`src/adcr_map.vh`:
```
/*
 * adcr_map.vh: register offsets, field positions, reset values and
 * timing counts of the converter control and readout block.
 * Assumes inclusion by bare name from the design files.
 */
`ifndef ADCR_MAP_VH
`define ADCR_MAP_VH

// register byte addresses, one aligned word each
`define ADCR_OFS_CONFIG     8'h00
`define ADCR_OFS_STATUS     8'h04
`define ADCR_OFS_DATA       8'h08
`define ADCR_OFS_COMMAND    8'h0c

// main_config_register fields
`define ADCR_CFG_CLKOUTEN   0
`define ADCR_CFG_MONSEL_LO  1
`define ADCR_CFG_MONSEL_HI  2
`define ADCR_CFG_RESET      3'h1

// monitor select codes
`define ADCR_MON_INPUT      2'h0
`define ADCR_MON_SUPPLY     2'h1
`define ADCR_MON_GAIN       2'h2
`define ADCR_MON_REF        2'h3

// status fields
`define ADCR_ST_NEW         0
`define ADCR_ST_SUPPLY      1
`define ADCR_ST_CONV        2
`define ADCR_ST_POWER_DOWN_N        3
`define ADCR_ST_CLOCK_SOURCE_SELECT      4

// command fields
`define ADCR_CMD_RESET      0

// least low time of reset and power-down pins, system clock cycles
`define ADCR_MIN_HOLD       3'h2

// conversion length in system clock cycles
`define ADCR_CONV_CYCLES    16'h0040

// code scaling: positive reference gives this code
`define ADCR_REF_CODE       16'h7800
`define ADCR_ACC_FS_SHIFT   22
`define ADCR_CODE_MAX       16'h7fff
`define ADCR_CODE_MIN       16'h8000

`endif

```
`src/adcr_sync.v`:
```
/*
 * adcr_sync: two flip-flop synchroniser for a bundle of levels.
 * Assumes each bit is a slow level; bits are not coherent with each other.
 */
`timescale 1ns/1ps
module adcr_sync #(
	parameter WIDTH = 1,
	parameter [WIDTH-1:0] INIT = {WIDTH{1'b0}}
) (
	input  wire             ref_clk,
	input  wire             rst,
	input  wire [WIDTH-1:0] asyncIn,
	output wire [WIDTH-1:0] syncOut
);
	reg [WIDTH-1:0] stage1_r;
	reg [WIDTH-1:0] stage2_r;

	always @(posedge ref_clk) begin
		if (rst) begin
			stage1_r <= INIT;
			stage2_r <= INIT;
		end else begin
			stage1_r <= asyncIn;
			stage2_r <= stage1_r;
		end
	end

	assign syncOut = stage2_r;
endmodule

```
`src/adcr_hold_det.v`:
```
/*
 * adcr_hold_det: reports a synchronised active-low level once it has
 * stayed low for at least MIN_HOLD clock cycles.
 * Assumes the input already passed a synchroniser.
 */
`timescale 1ns/1ps
`include "adcr_map.vh"
module adcr_hold_det #(
	parameter [2:0] MIN_HOLD = `ADCR_MIN_HOLD
) (
	input  wire ref_clk,
	input  wire rst,
	input  wire levelN,
	output wire held
);
	reg [2:0] count_r;

	// short glitches below the hold time are ignored
	always @(posedge ref_clk) begin
		if (rst)
			count_r <= 3'h0;
		else if (levelN)
			count_r <= 3'h0;
		else if (count_r != MIN_HOLD)
			count_r <= count_r + 3'h1;
	end

	assign held = (count_r == MIN_HOLD);
endmodule

```
`src/adcr_ctrl.v`:
```
/*
 * adcr_ctrl: conversion control and readout of a multiplexed converter:
 * master reset sources, clock source selection, clock output, start/stop,
 * data-ready handshake, code scaling with clipping, monitor channels,
 * supply-low flag and an AHB-Lite register slave.
 * Assumes the analog side supplies a signed accumulator value and monitor
 * codes, and comparator levels for the supply; the serial port decodes
 * commands elsewhere and only its clock and select reach this block.
 */
// Contract
// RULE1: reset pin held low two clocks restores defaults, clears filter, then ready.
// RULE2: analog supply crossing reset threshold triggers the same master reset.
// RULE3: clock select low picks crystal, high picks external clock pin.
// RULE4: crystal clock driven out only while clock output enable set; default set.
// RULE5: start high begins converting selected channels.
// RULE6: start low lets current conversion finish, then idle.
// RULE7: data ready goes low on new data; unread result is overwritten.
// RULE8: first serial clock falling edge in a read returns data ready high.
// RULE9: unread data ready stays low, pulses high then low on fresh result.
// RULE10: status new-data flag is one while fresh data present.
// RULE11: positive reference input gives code 7800h.
// RULE12: sixteen-bit two's complement codes saturate at 7FFFh and 8000h.
// RULE13: supply monitor returns supply difference, code over 3072 gives volts.
// RULE14: host clears chop averaging before monitor readings.
// RULE15: supply below trip forces supply data zero and sets supply-low flag.
// RULE16: supply-low flag clears only after supply rises past hysteresis.
// RULE17: gain monitor code 30720 means unity gain.
// RULE18: reference monitor code over C00h gives reference volts.
// RULE19: power-down low two clocks enters power-down, registers kept.
// RULE20: start and reset inputs synchronised before use.
`timescale 1ns/1ps
`include "adcr_map.vh"
module adcr_ctrl #(
	parameter [15:0] CONV_CYCLES = `ADCR_CONV_CYCLES,
	parameter        ACC_WIDTH   = 24
) (
	input  wire                        ref_clk,
	input  wire                        rst,
	// AHB-Lite slave
	input  wire                        hsel,
	input  wire [7:0]                  haddr,
	input  wire [1:0]                  htrans,
	input  wire                        hwrite,
	input  wire [2:0]                  hsize,
	input  wire [31:0]                 hwdata,
	input  wire                        hready,
	output wire                        hreadyout,
	output wire                        hresp,
	output reg  [31:0]                 hrdata,
	// device pins
	input  wire                        resetPinN,
	input  wire                        powerDownN,
	input  wire                        startPin,
	input  wire                        clockSourceSelect,
	input  wire                        xtalClk,
	input  wire                        bidirClockPinIn,
	output wire                        bidirClockPinOut,
	output wire                        bidirClockPinOe,
	output wire                        sysClkOut,
	output reg                         dataReadyN,
	input  wire                        sclk,
	input  wire                        csN,
	// analog side
	input  wire                        avddAboveReset,
	input  wire                        supplyBelowTrip,
	input  wire                        supplyAboveHyst,
	input  wire signed [ACC_WIDTH-1:0] accumIn,
	input  wire [15:0]                 supplyCode,
	input  wire [15:0]                 gainCode,
	input  wire [15:0]                 refCode,
	output wire                        filterClear,
	output wire                        converting
);
	localparam [1:0] ST_IDLE = 2'b01;
	localparam [1:0] ST_CONV = 2'b10;

	// scale to 7800h per reference, then clip to sixteen bits
	function [15:0] scaleClip;
		input signed [ACC_WIDTH-1:0] acc;
		reg signed [ACC_WIDTH+16:0] prod;
		reg signed [ACC_WIDTH+16:0] shifted;
		begin
			prod    = acc * $signed({1'b0, `ADCR_REF_CODE}); // RULE11
			shifted = prod >>> `ADCR_ACC_FS_SHIFT;
			if (shifted > $signed({{(ACC_WIDTH+1){1'b0}}, `ADCR_CODE_MAX}))
				scaleClip = `ADCR_CODE_MAX; // RULE12
			else if (shifted < $signed({{(ACC_WIDTH+1){1'b1}}, `ADCR_CODE_MIN}))
				scaleClip = `ADCR_CODE_MIN; // RULE12
			else
				scaleClip = shifted[15:0]; // RULE12
		end
	endfunction

	// pin synchronisers; reset values match idle levels so releasing
	// reset makes no false supply edge and no false supply-low event
	wire [8:0] pinsS;

	adcr_sync #(
		.WIDTH (9),
		.INIT  (9'h163)
	) uPinSync (
		.ref_clk (ref_clk),
		.rst     (rst),
		.asyncIn ({supplyAboveHyst, supplyBelowTrip, avddAboveReset, csN, sclk,
			clockSourceSelect, startPin, powerDownN, resetPinN}),
		.syncOut (pinsS)
	); // RULE20

	wire resetPinNS   = pinsS[0];
	wire powerDownNS  = pinsS[1];
	wire startS       = pinsS[2];
	wire clkSelS      = pinsS[3];
	wire sclkS        = pinsS[4];
	wire csNS         = pinsS[5];
	wire avddOkS      = pinsS[6];
	wire belowTripS   = pinsS[7];
	wire aboveHystS   = pinsS[8];

	// a pin low for less than the hold time is taken as a glitch
	wire resetHeld;
	wire powerDownHeld;

	adcr_hold_det uResetHold (
		.ref_clk (ref_clk),
		.rst     (rst),
		.levelN  (resetPinNS),
		.held    (resetHeld)
	); // RULE1

	adcr_hold_det uPwdnHold (
		.ref_clk (ref_clk),
		.rst     (rst),
		.levelN  (powerDownNS),
		.held    (powerDownHeld)
	); // RULE19

	// edge detection on synchronised levels
	reg  avddOkD_r;
	reg  sclkD_r;
	wire porRise  = avddOkS & ~avddOkD_r;
	wire sclkFall = sclkD_r & ~sclkS;

	always @(posedge ref_clk) begin
		if (rst) begin
			avddOkD_r <= 1'b1;
			sclkD_r   <= 1'b0;
		end else begin
			avddOkD_r <= avddOkS;
			sclkD_r   <= sclkS;
		end
	end

	// AHB-Lite address phase capture; hsize is ignored since every
	// register is one whole word, and reads never stall the bus
	reg        wrPend_r;
	reg  [7:0] wrAddr_r;
	wire       accept = hsel & htrans[1] & hready;
	wire       rdAcc  = accept & ~hwrite;
	wire       wrData = wrPend_r;
	wire       cmdReset = wrData & (wrAddr_r == `ADCR_OFS_COMMAND) & hwdata[`ADCR_CMD_RESET];

	// one master reset for pin, supply and command sources
	wire masterReset = rst | resetHeld | porRise | cmdReset; // RULE1 RULE2

	assign filterClear = masterReset; // RULE1
	assign hreadyout   = 1'b1;
	assign hresp       = 1'b0;

	always @(posedge ref_clk) begin
		if (rst) begin
			wrPend_r <= 1'b0;
			wrAddr_r <= 8'h00;
		end else begin
			wrPend_r <= accept & hwrite;
			wrAddr_r <= haddr;
		end
	end

	// main_config_register
	reg  [2:0] cfg_r;
	reg  [2:0] cfg_nxt;
	wire       cfgWr = wrData & (wrAddr_r == `ADCR_OFS_CONFIG);

	always @* begin
		cfg_nxt = cfg_r;
		if (cfgWr)
			cfg_nxt = hwdata[2:0];
	end

	// registers keep their contents in power-down
	always @(posedge ref_clk) begin
		if (masterReset)
			cfg_r <= `ADCR_CFG_RESET; // RULE4 RULE1
		else
			cfg_r <= cfg_nxt; // RULE19
	end

	wire       clkOutEn = cfg_r[`ADCR_CFG_CLKOUTEN];
	wire [1:0] monSel   = cfg_r[`ADCR_CFG_MONSEL_HI:`ADCR_CFG_MONSEL_LO];

	// power-down state
	reg powerDown_r;

	always @(posedge ref_clk) begin
		if (rst)
			powerDown_r <= 1'b0;
		else
			powerDown_r <= powerDownHeld; // RULE19
	end

	// clock source and clock output; the select is a strap, so a
	// mux glitch on change is accepted rather than a glitch-free switch
	assign sysClkOut        = clkSelS ? bidirClockPinIn : xtalClk; // RULE3
	assign bidirClockPinOut = xtalClk; // RULE4
	assign bidirClockPinOe  = ~clkSelS & clkOutEn & ~powerDown_r; // RULE4

	// supply-low flag with hysteresis from the comparators
	reg supplyLow_r;

	always @(posedge ref_clk) begin
		if (masterReset)
			supplyLow_r <= 1'b0;
		else if (belowTripS)
			supplyLow_r <= 1'b1; // RULE15
		else if (aboveHystS)
			supplyLow_r <= 1'b0; // RULE16
	end

	// conversion sequencer
	reg [1:0]  state_r;
	reg [15:0] convCnt_r;
	wire       convDone = (state_r == ST_CONV) && (convCnt_r == CONV_CYCLES - 16'h0001);

	always @(posedge ref_clk) begin
		if (masterReset || powerDown_r) begin
			state_r   <= ST_IDLE;
			convCnt_r <= 16'h0000;
		end else begin
			case (state_r)
			ST_IDLE: begin
				convCnt_r <= 16'h0000;
				if (startS)
					state_r <= ST_CONV; // RULE5
			end
			ST_CONV: begin
				if (convDone) begin
					convCnt_r <= 16'h0000;
					// start sampled only at the boundary, so dropping
					// start never cuts a running conversion short
					if (!startS)
						state_r <= ST_IDLE; // RULE6
				end else begin
					convCnt_r <= convCnt_r + 16'h0001;
				end
			end
			default: begin
				state_r   <= ST_IDLE;
				convCnt_r <= 16'h0000;
			end
			endcase
		end
	end

	assign converting = (state_r == ST_CONV);

	// result selection for the chosen channel
	reg [15:0] resultSel;

	always @* begin
		case (monSel)
		`ADCR_MON_SUPPLY:
			resultSel = supplyLow_r ? 16'h0000 : supplyCode; // RULE13 RULE15
		`ADCR_MON_GAIN:
			resultSel = gainCode; // RULE17
		`ADCR_MON_REF:
			resultSel = refCode; // RULE18
		default:
			resultSel = scaleClip(accumIn); // RULE11 RULE12
		endcase
	end

	// result register, new-data flag and data-ready
	// a serial read clears the flag too, so polling and the pin agree;
	// the high pulse lasts one clock and results come CONV_CYCLES apart
	reg [15:0] result_r;
	reg        newData_r;
	reg        drdyRelow_r;
	wire       readRun  = ~csNS;
	wire       dataRdAcc = rdAcc & (haddr == `ADCR_OFS_DATA);
	wire       statRdAcc = rdAcc & (haddr == `ADCR_OFS_STATUS);

	always @(posedge ref_clk) begin
		if (masterReset) begin
			result_r    <= 16'h0000; // RULE1
			newData_r   <= 1'b0;
			dataReadyN  <= 1'b1;
			drdyRelow_r <= 1'b0;
		end else begin
			if (convDone)
				result_r <= resultSel; // RULE7
			// set wins over the read clear
			if (convDone)
				newData_r <= 1'b1; // RULE10
			else if (dataRdAcc || statRdAcc || (readRun && sclkFall))
				newData_r <= 1'b0;
			drdyRelow_r <= 1'b0;
			if (convDone) begin
				if (!dataReadyN) begin
					dataReadyN  <= 1'b1; // RULE9
					drdyRelow_r <= 1'b1;
				end else begin
					dataReadyN <= 1'b0; // RULE7
				end
			end else if (drdyRelow_r) begin
				dataReadyN <= 1'b0; // RULE9
			end else if (readRun && sclkFall) begin
				dataReadyN <= 1'b1; // RULE8
			end
		end
	end

	// read data, captured at the address phase for zero wait states;
	// config reads see a write still in its data phase
	always @(posedge ref_clk) begin
		if (rst) begin
			hrdata <= 32'h00000000;
		end else if (rdAcc) begin
			case (haddr)
			`ADCR_OFS_CONFIG:
				hrdata <= {29'h00000000, cfg_nxt};
			`ADCR_OFS_STATUS:
				hrdata <= {27'h0000000, clkSelS, powerDown_r, converting,
					supplyLow_r, newData_r}; // RULE10 RULE15
			`ADCR_OFS_DATA:
				hrdata <= {16'h0000, result_r};
			default:
				hrdata <= 32'h00000000;
			endcase
		end
	end
endmodule

```
`config.mk`:
```
export PLATFORM = sky130hd
export DESIGN_NAME = adcr_ctrl
export DESIGN_NICKNAME = d
export VERILOG_FILES = /design/src/adcr_sync.v /design/src/adcr_hold_det.v /design/src/adcr_ctrl.v
export VERILOG_INCLUDE_DIRS = /design/src
export SDC_FILE = /design/constraint.sdc
export NUM_CORES = 1
export LEC_CHECK = 0
export BUFFER_PORTS_ARGS = -buffer_cell sky130_fd_sc_hd__buf_2
export CAP_MARGIN = 20
export CORE_UTILIZATION = 41
export CTS_CLUSTER_DIAMETER = 40
export DETAILED_ROUTE_END_ITERATION = 8
export SYNTH_ARGS = -nofsm -noshare
export SYNTH_HDL_FRONTEND = slang
export SYNTH_SLANG_ARGS = --single-unit
```
`constraint.sdc`:
```
create_clock -name ref_clk -period 4.8 [get_ports ref_clk]
set_input_delay 0.24 -clock ref_clk [delete_from_list [all_inputs] [get_ports ref_clk]]
set_output_delay 0.24 -clock ref_clk [all_outputs]
set_load 0.05 [all_outputs]
```
Yosys cells after proc, flatten, opt, wreduce, memory -nomap -nowiden
Index checks and enable logic that the tools add are counted.

storage, ports and cells
  flip-flop bits (word level) = 109
  word-level logic and storage cells = 98
  output and inout port bits = 40
  input bits = 133

cells by class
  add/subtract/negate cells = 3
  multipliers = 1
  eq/ne operators = 16
  muxes and demuxes = 19
  $lt $le $gt $ge = 2
  bitwise gates (word level) = 24
  reductions and logical operators = 15

operator list
  kind                   number
  $pmux 16 s3            2
  $mux 16                3
  $mul 24x5->29 const B  1
  $gt 18x16->1 const B   1
  $lt 18x16->1 const B   1
  $add 16x1->16 const B  1
  $eq 16x6->1 const B    1
  $eq 8x4->1 const B     2
  $logic_not 8->1        2
  $and 1x1->1            13
  $mux 1                 9
  $eq 8x3->1 const B     1
  $not 1->1              8
  $add 3x1->3 const B    2
  $eq 2x2->1 const B     3
  $eq 3x2->1 const B     2
  $mux 2                 3
  $ne 3x2->1 const B     2
  $reduce_or 2->1        3
  $eq 2x1->1 const B     2
  $ne 2x1->1 const B     2
  $pmux 2 s2             1
  $reduce_bool 2->1      2
  $logic_or 1x1->1       3
  other kinds (7)        10

Longest topological paths before layout
  depth after elaboration = 8
  gate-level depth with buffers = 17
  gate-level depth less buffers = 15

By module
From an unflattened synthesis, not the netlist that was laid out.

second synthesis, totals
  cells, all modules = 762
  area total of the unflattened synthesis = 6,809.0 um^2

by module, submodules not included
  module         area an instance (um^2)  times used  cells each  seq. area each (um^2)
  adcr_ctrl      5,984.5                  1           695         1,381.3
  adcr_sync      504.2                    1           37          360.3
  adcr_hold_det  160.2                    2           15          60.1

Worst setup path before layout
OpenSTA, ideal clock, no wires.

  path kind = input-to-reg
  start point = input accumIn[15]
  end point = register result_r[9]
  cell stages on the path = 17
  arrival time = 3,798 ps
  required time = 4,642 ps
  slack = 845 ps
  library setup time = 158 ps
  cells stage by stage = ha_1 > fa_1 > inv_1 > fa_1 > inv_1 > ha_1 > buf_6 > a21oi_4 > o21ai_1 > a311oi_1 > o211a_1 > o21ai_2 > or3_1 > a311o_2 > buf_6 > a211oi_2 > nor3_1

between the ends
  word-level cells in the longest chain between the ends = 5
  elaborated cells between the ends (all ways) = 6

RTL lines
  item                  line             RTL
  from (decl)           adcr_ctrl.v:67   input wire signed [ACC_WIDTH-1:0] accumIn,
  $mul 24x5->29 *       adcr_ctrl.v:83   prod = acc * $signed({1'b0, `ADCR_REF_CODE});
  $lt 18x16->1          adcr_ctrl.v:87   else if (shifted < $signed({{(ACC_WIDTH+1){1'b1}}, `ADCR_CODE_MIN}))
  $mux 16               adcr_ctrl.v:87
  $mux 16 *             adcr_ctrl.v:85   if (shifted > $signed({{(ACC_WIDTH+1){1'b0}}, `ADCR_CODE_MAX}))
  $pmux 16 s3 *         adcr_ctrl.v:270  case (monSel)
  to (signal assigned)  adcr_ctrl.v:300  result_r <= resultSel;
  to (decl)             adcr_ctrl.v:285  reg [15:0] result_r;

Mark *: on every way between the ends. The rest lies on a longest branch, timed or not.
A chain may end at the register's enable or synchronous reset.

Worst setup path in the final report
  start point = input accumIn[15]
  end point = register result_r[2]

Same word-level chain as after synthesis.

==> impl_metrics.toml <==
[grt]
grt_pass1_vias = 5004
antenna_found_initial = 0
overflow = 0
grt_pass1_wl_mm = 24.2
track_usage = 0.183
grt_start_max_net_pins = 54

[yosys]
yosys-top-cells-count = "102 x inv_1, 93 x dfxtp_1, 62 x nor2_1, 59 x ha_1, 53 x nand2_1"
synth_edf_count = 0
yosysWarningCount = 0
synth.yosys.seq_area_share = 0.278
synthCells = 769
async_reset_ff_frac = 0
synthFlopType = "dfxtp_1"
yosys-top-cells-area = "dfxtp_1 28%, fa_1 12%, ha_1 11%, inv_1 5.7%, nor2_1 3.5%"
synth-seq-cells = 93
synth_top_area_share = 0.278
ys_types = 65
yosysMostFrequentCell = "inv_1"
yosys.area.top_type = "dfxtp_1"
avgSynthCellArea_um2 = 8.70
synth_area_um2 = 6690

[floorplan]
die_area_um2 = 16800
num_rows = 46
die_x_um = 130
die_h_um = 130
initial_core_util = 0.421
core-area_um2 = 15900
io_pins = 173

[outcome]
status = "finished, final reports clean"

[pwr]
power_mw = 2.65
peakVddDrop_mv = 0.161
p_leak_nw = 3.61
power.density_nw_per_um2 = 345

[setup_path]
crit_path_start_kind = "primary input"
r2r-start = "convCnt_r[0]"
cp-end-kind = "flip-flop"
r2r-end = "result_r[13]"
crit_chain = "buf_2 -> ha_1 -> fa_1 -> inv_1 -> fa_1 -> inv_1 -> ha_1 -> a21oi_4 -> o21ai_1 -> a311oi_1 -> o211a_1 -> o21ai_2 -> or3_1 -> a311o_2 -> a21oi_1 -> o21ai_0"
r2r_cells = 7
cp.depth = 16
cp_slowest_stage_delay_ns = 0.50
path_class = "in2reg"
cp.required_ns = 5.02
critPathMaxFanout = 15
cp.arrival_ns = 4.26
critical_path.top_delay_family = "compound AO/OA/AOI/OAI gates"
critPathLaunch = "accumIn[15]"
path_buf_inv = 3
r2r_slack_ns = 1.91
endpoint = "result_r[2]"
critPathSlowestCell = "fa_1"

[clocking]
root_buffer = "clkbuf_16"
cts_max_level = 3
clock_latency_ns = 0.34
hold_buffers = 0
cts_buffers = 9
post_cts_buffers = 0
clkSlewWorstSetupHoldPaths_ns = 0.07
cts.sinks = 93
clk_path_buf_depth = 2
cts_tree = "done"
cts_resized = 0

[placed_design]
pre_cts_ws_ns = 0.393
dpl.hpwl_mm = 12.1
port_buffers = 121
gp_congestion = 0.818

[routing]
post_drt_wl_per_cell_um = 13.5
drc = 0
drt_pass1_iterations = 5
wl_mm = 14.9
vias = 5386
drt_iter0_drc = 265
viasPerCell = 4.91
antenna_left = 0

[sta]
setup_viol = 0
clock_skew_ns = 0.00999
slew-limit-headroom = 0.388
fin_crit_ns = 4.04
finalCritPeriodShare = 0.842
drv_slew = 0
rsz0062_at_grt = "false"
postLayoutSetupSlackWorst_ns = 0.759
tightestPinTransition_ns = 0.917
finalSetupTns_ns = 0
max_clock_freq_mhz = 247
hold_viol = 0

[min_path]
min_path_type = "in2reg"

[layout]
layout.nets = 1109
antennaDiodeCount = 0
areaGrowthSynthToFinish_pct = 14.9
drive_gt1_frac = 0.188

[run]
maxCapViolations = 0
[cells in the final DEF (no fill, tap or decap), types with 13 or more instances in the layout]
master,Yosys,layout
xnor2_1,22,22
nor2_1,62,62
o21ai_0,21,21
xor2_1,19,19
ha_1,59,59
conb_1,2,18
dfxtp_1,93,93
nand3_1,22,22
a221o_1,13,13
nor2b_1,22,22
a21oi_1,39,39
nand2_1,53,53
fa_1,40,40
mux2i_1,22,22
a22oi_1,17,17
buf_2,4,121
inv_1,102,102
[layer usage]
metal / share of wire / vias to the layer above / global-route usage
met3: 0.043 / 6 / 0.0262
li1: - / 2760 / -
met2: 0.46 / 110 / 0.305
met1: 0.49 / 2510 / 0.256
met4: 0.0048 / 0 / 0.0267
met5: 0 / - / 0
[cells by family (layout without fill, tap and decap cells)]
group / Yosys count / count (layout) / share of synthesized area
flops: 93 / 93 / 0.278
fa+ha+maj: 99 / 99 / 0.230
buf+inv: 148 / 245 / 0.0968
mux: 24 / 24 / 0.0363
simple gates: 220 / 220 / 0.159
other cells: 2 / 18 / 0.00112
compound gates: 142 / 142 / 0.145
xor+xnor: 41 / 41 / 0.0537
[registers in the layout (all words and copies together), names as in the netlist, 2 cells and up]
signal	cells
uResetHold.count_r	3
state_r	2
uPinSync.syncOut	9
wrAddr_r	8
uPinSync.stage1_r	9
hrdata	16
uPwdnHold.count_r	3
convCnt_r	16
cfg_r	3
result_r	16
[where the power goes]
group | switching [mW] | total (mW) | internal, mW
registers | 0.00453 | 0.788 | 0.784
clock network | 0.302 | 0.660 | 0.358
logic | 0.730 | 1.20 | 0.475
[layout make-up]
cell class              count  area [µm²]
flip-flops and latches     93        1860
repair buffers            127         654
well taps                 216         270
fillers                  1616        8200
clock inverters             5        43.8
clock buffers              11         233
multi-input cells         544        4240
inverters                 102         383
[how the worst min path moves through the flow]
stage / start / endpoint / depth (start not counted)
global route: supplyAboveHyst / uPinSync.stage1_r[8] / 2
floorplan: resetPinN / uPinSync.stage1_r[0] / 1
global placement: uPinSync.stage1_r[5] / uPinSync.syncOut[5] / 1
CTS: supplyAboveHyst / uPinSync.stage1_r[8] / 2
finish: supplyAboveHyst / uPinSync.stage1_r[8] / 2
detailed placement: uPinSync.stage1_r[5] / uPinSync.syncOut[5] / 1
[stage by stage]
step / hold WS (ns) / instances / cell area, µm² / utilization
finish: 0.0789 / 1098 / 7690 / 0.484
global route: 0.0716 / 1098 / 7690 / 0.484
CTS: 0.0696 / 1098 / 7690 / 0.484
detailed placement: 0.393 / 1082 / 7410 / 0.467
global placement: 0.396 / 1081 / 7400 / 0.466
floorplan: 0.344 / 785 / 6750 / -
(Power assumes the default switching activity.)
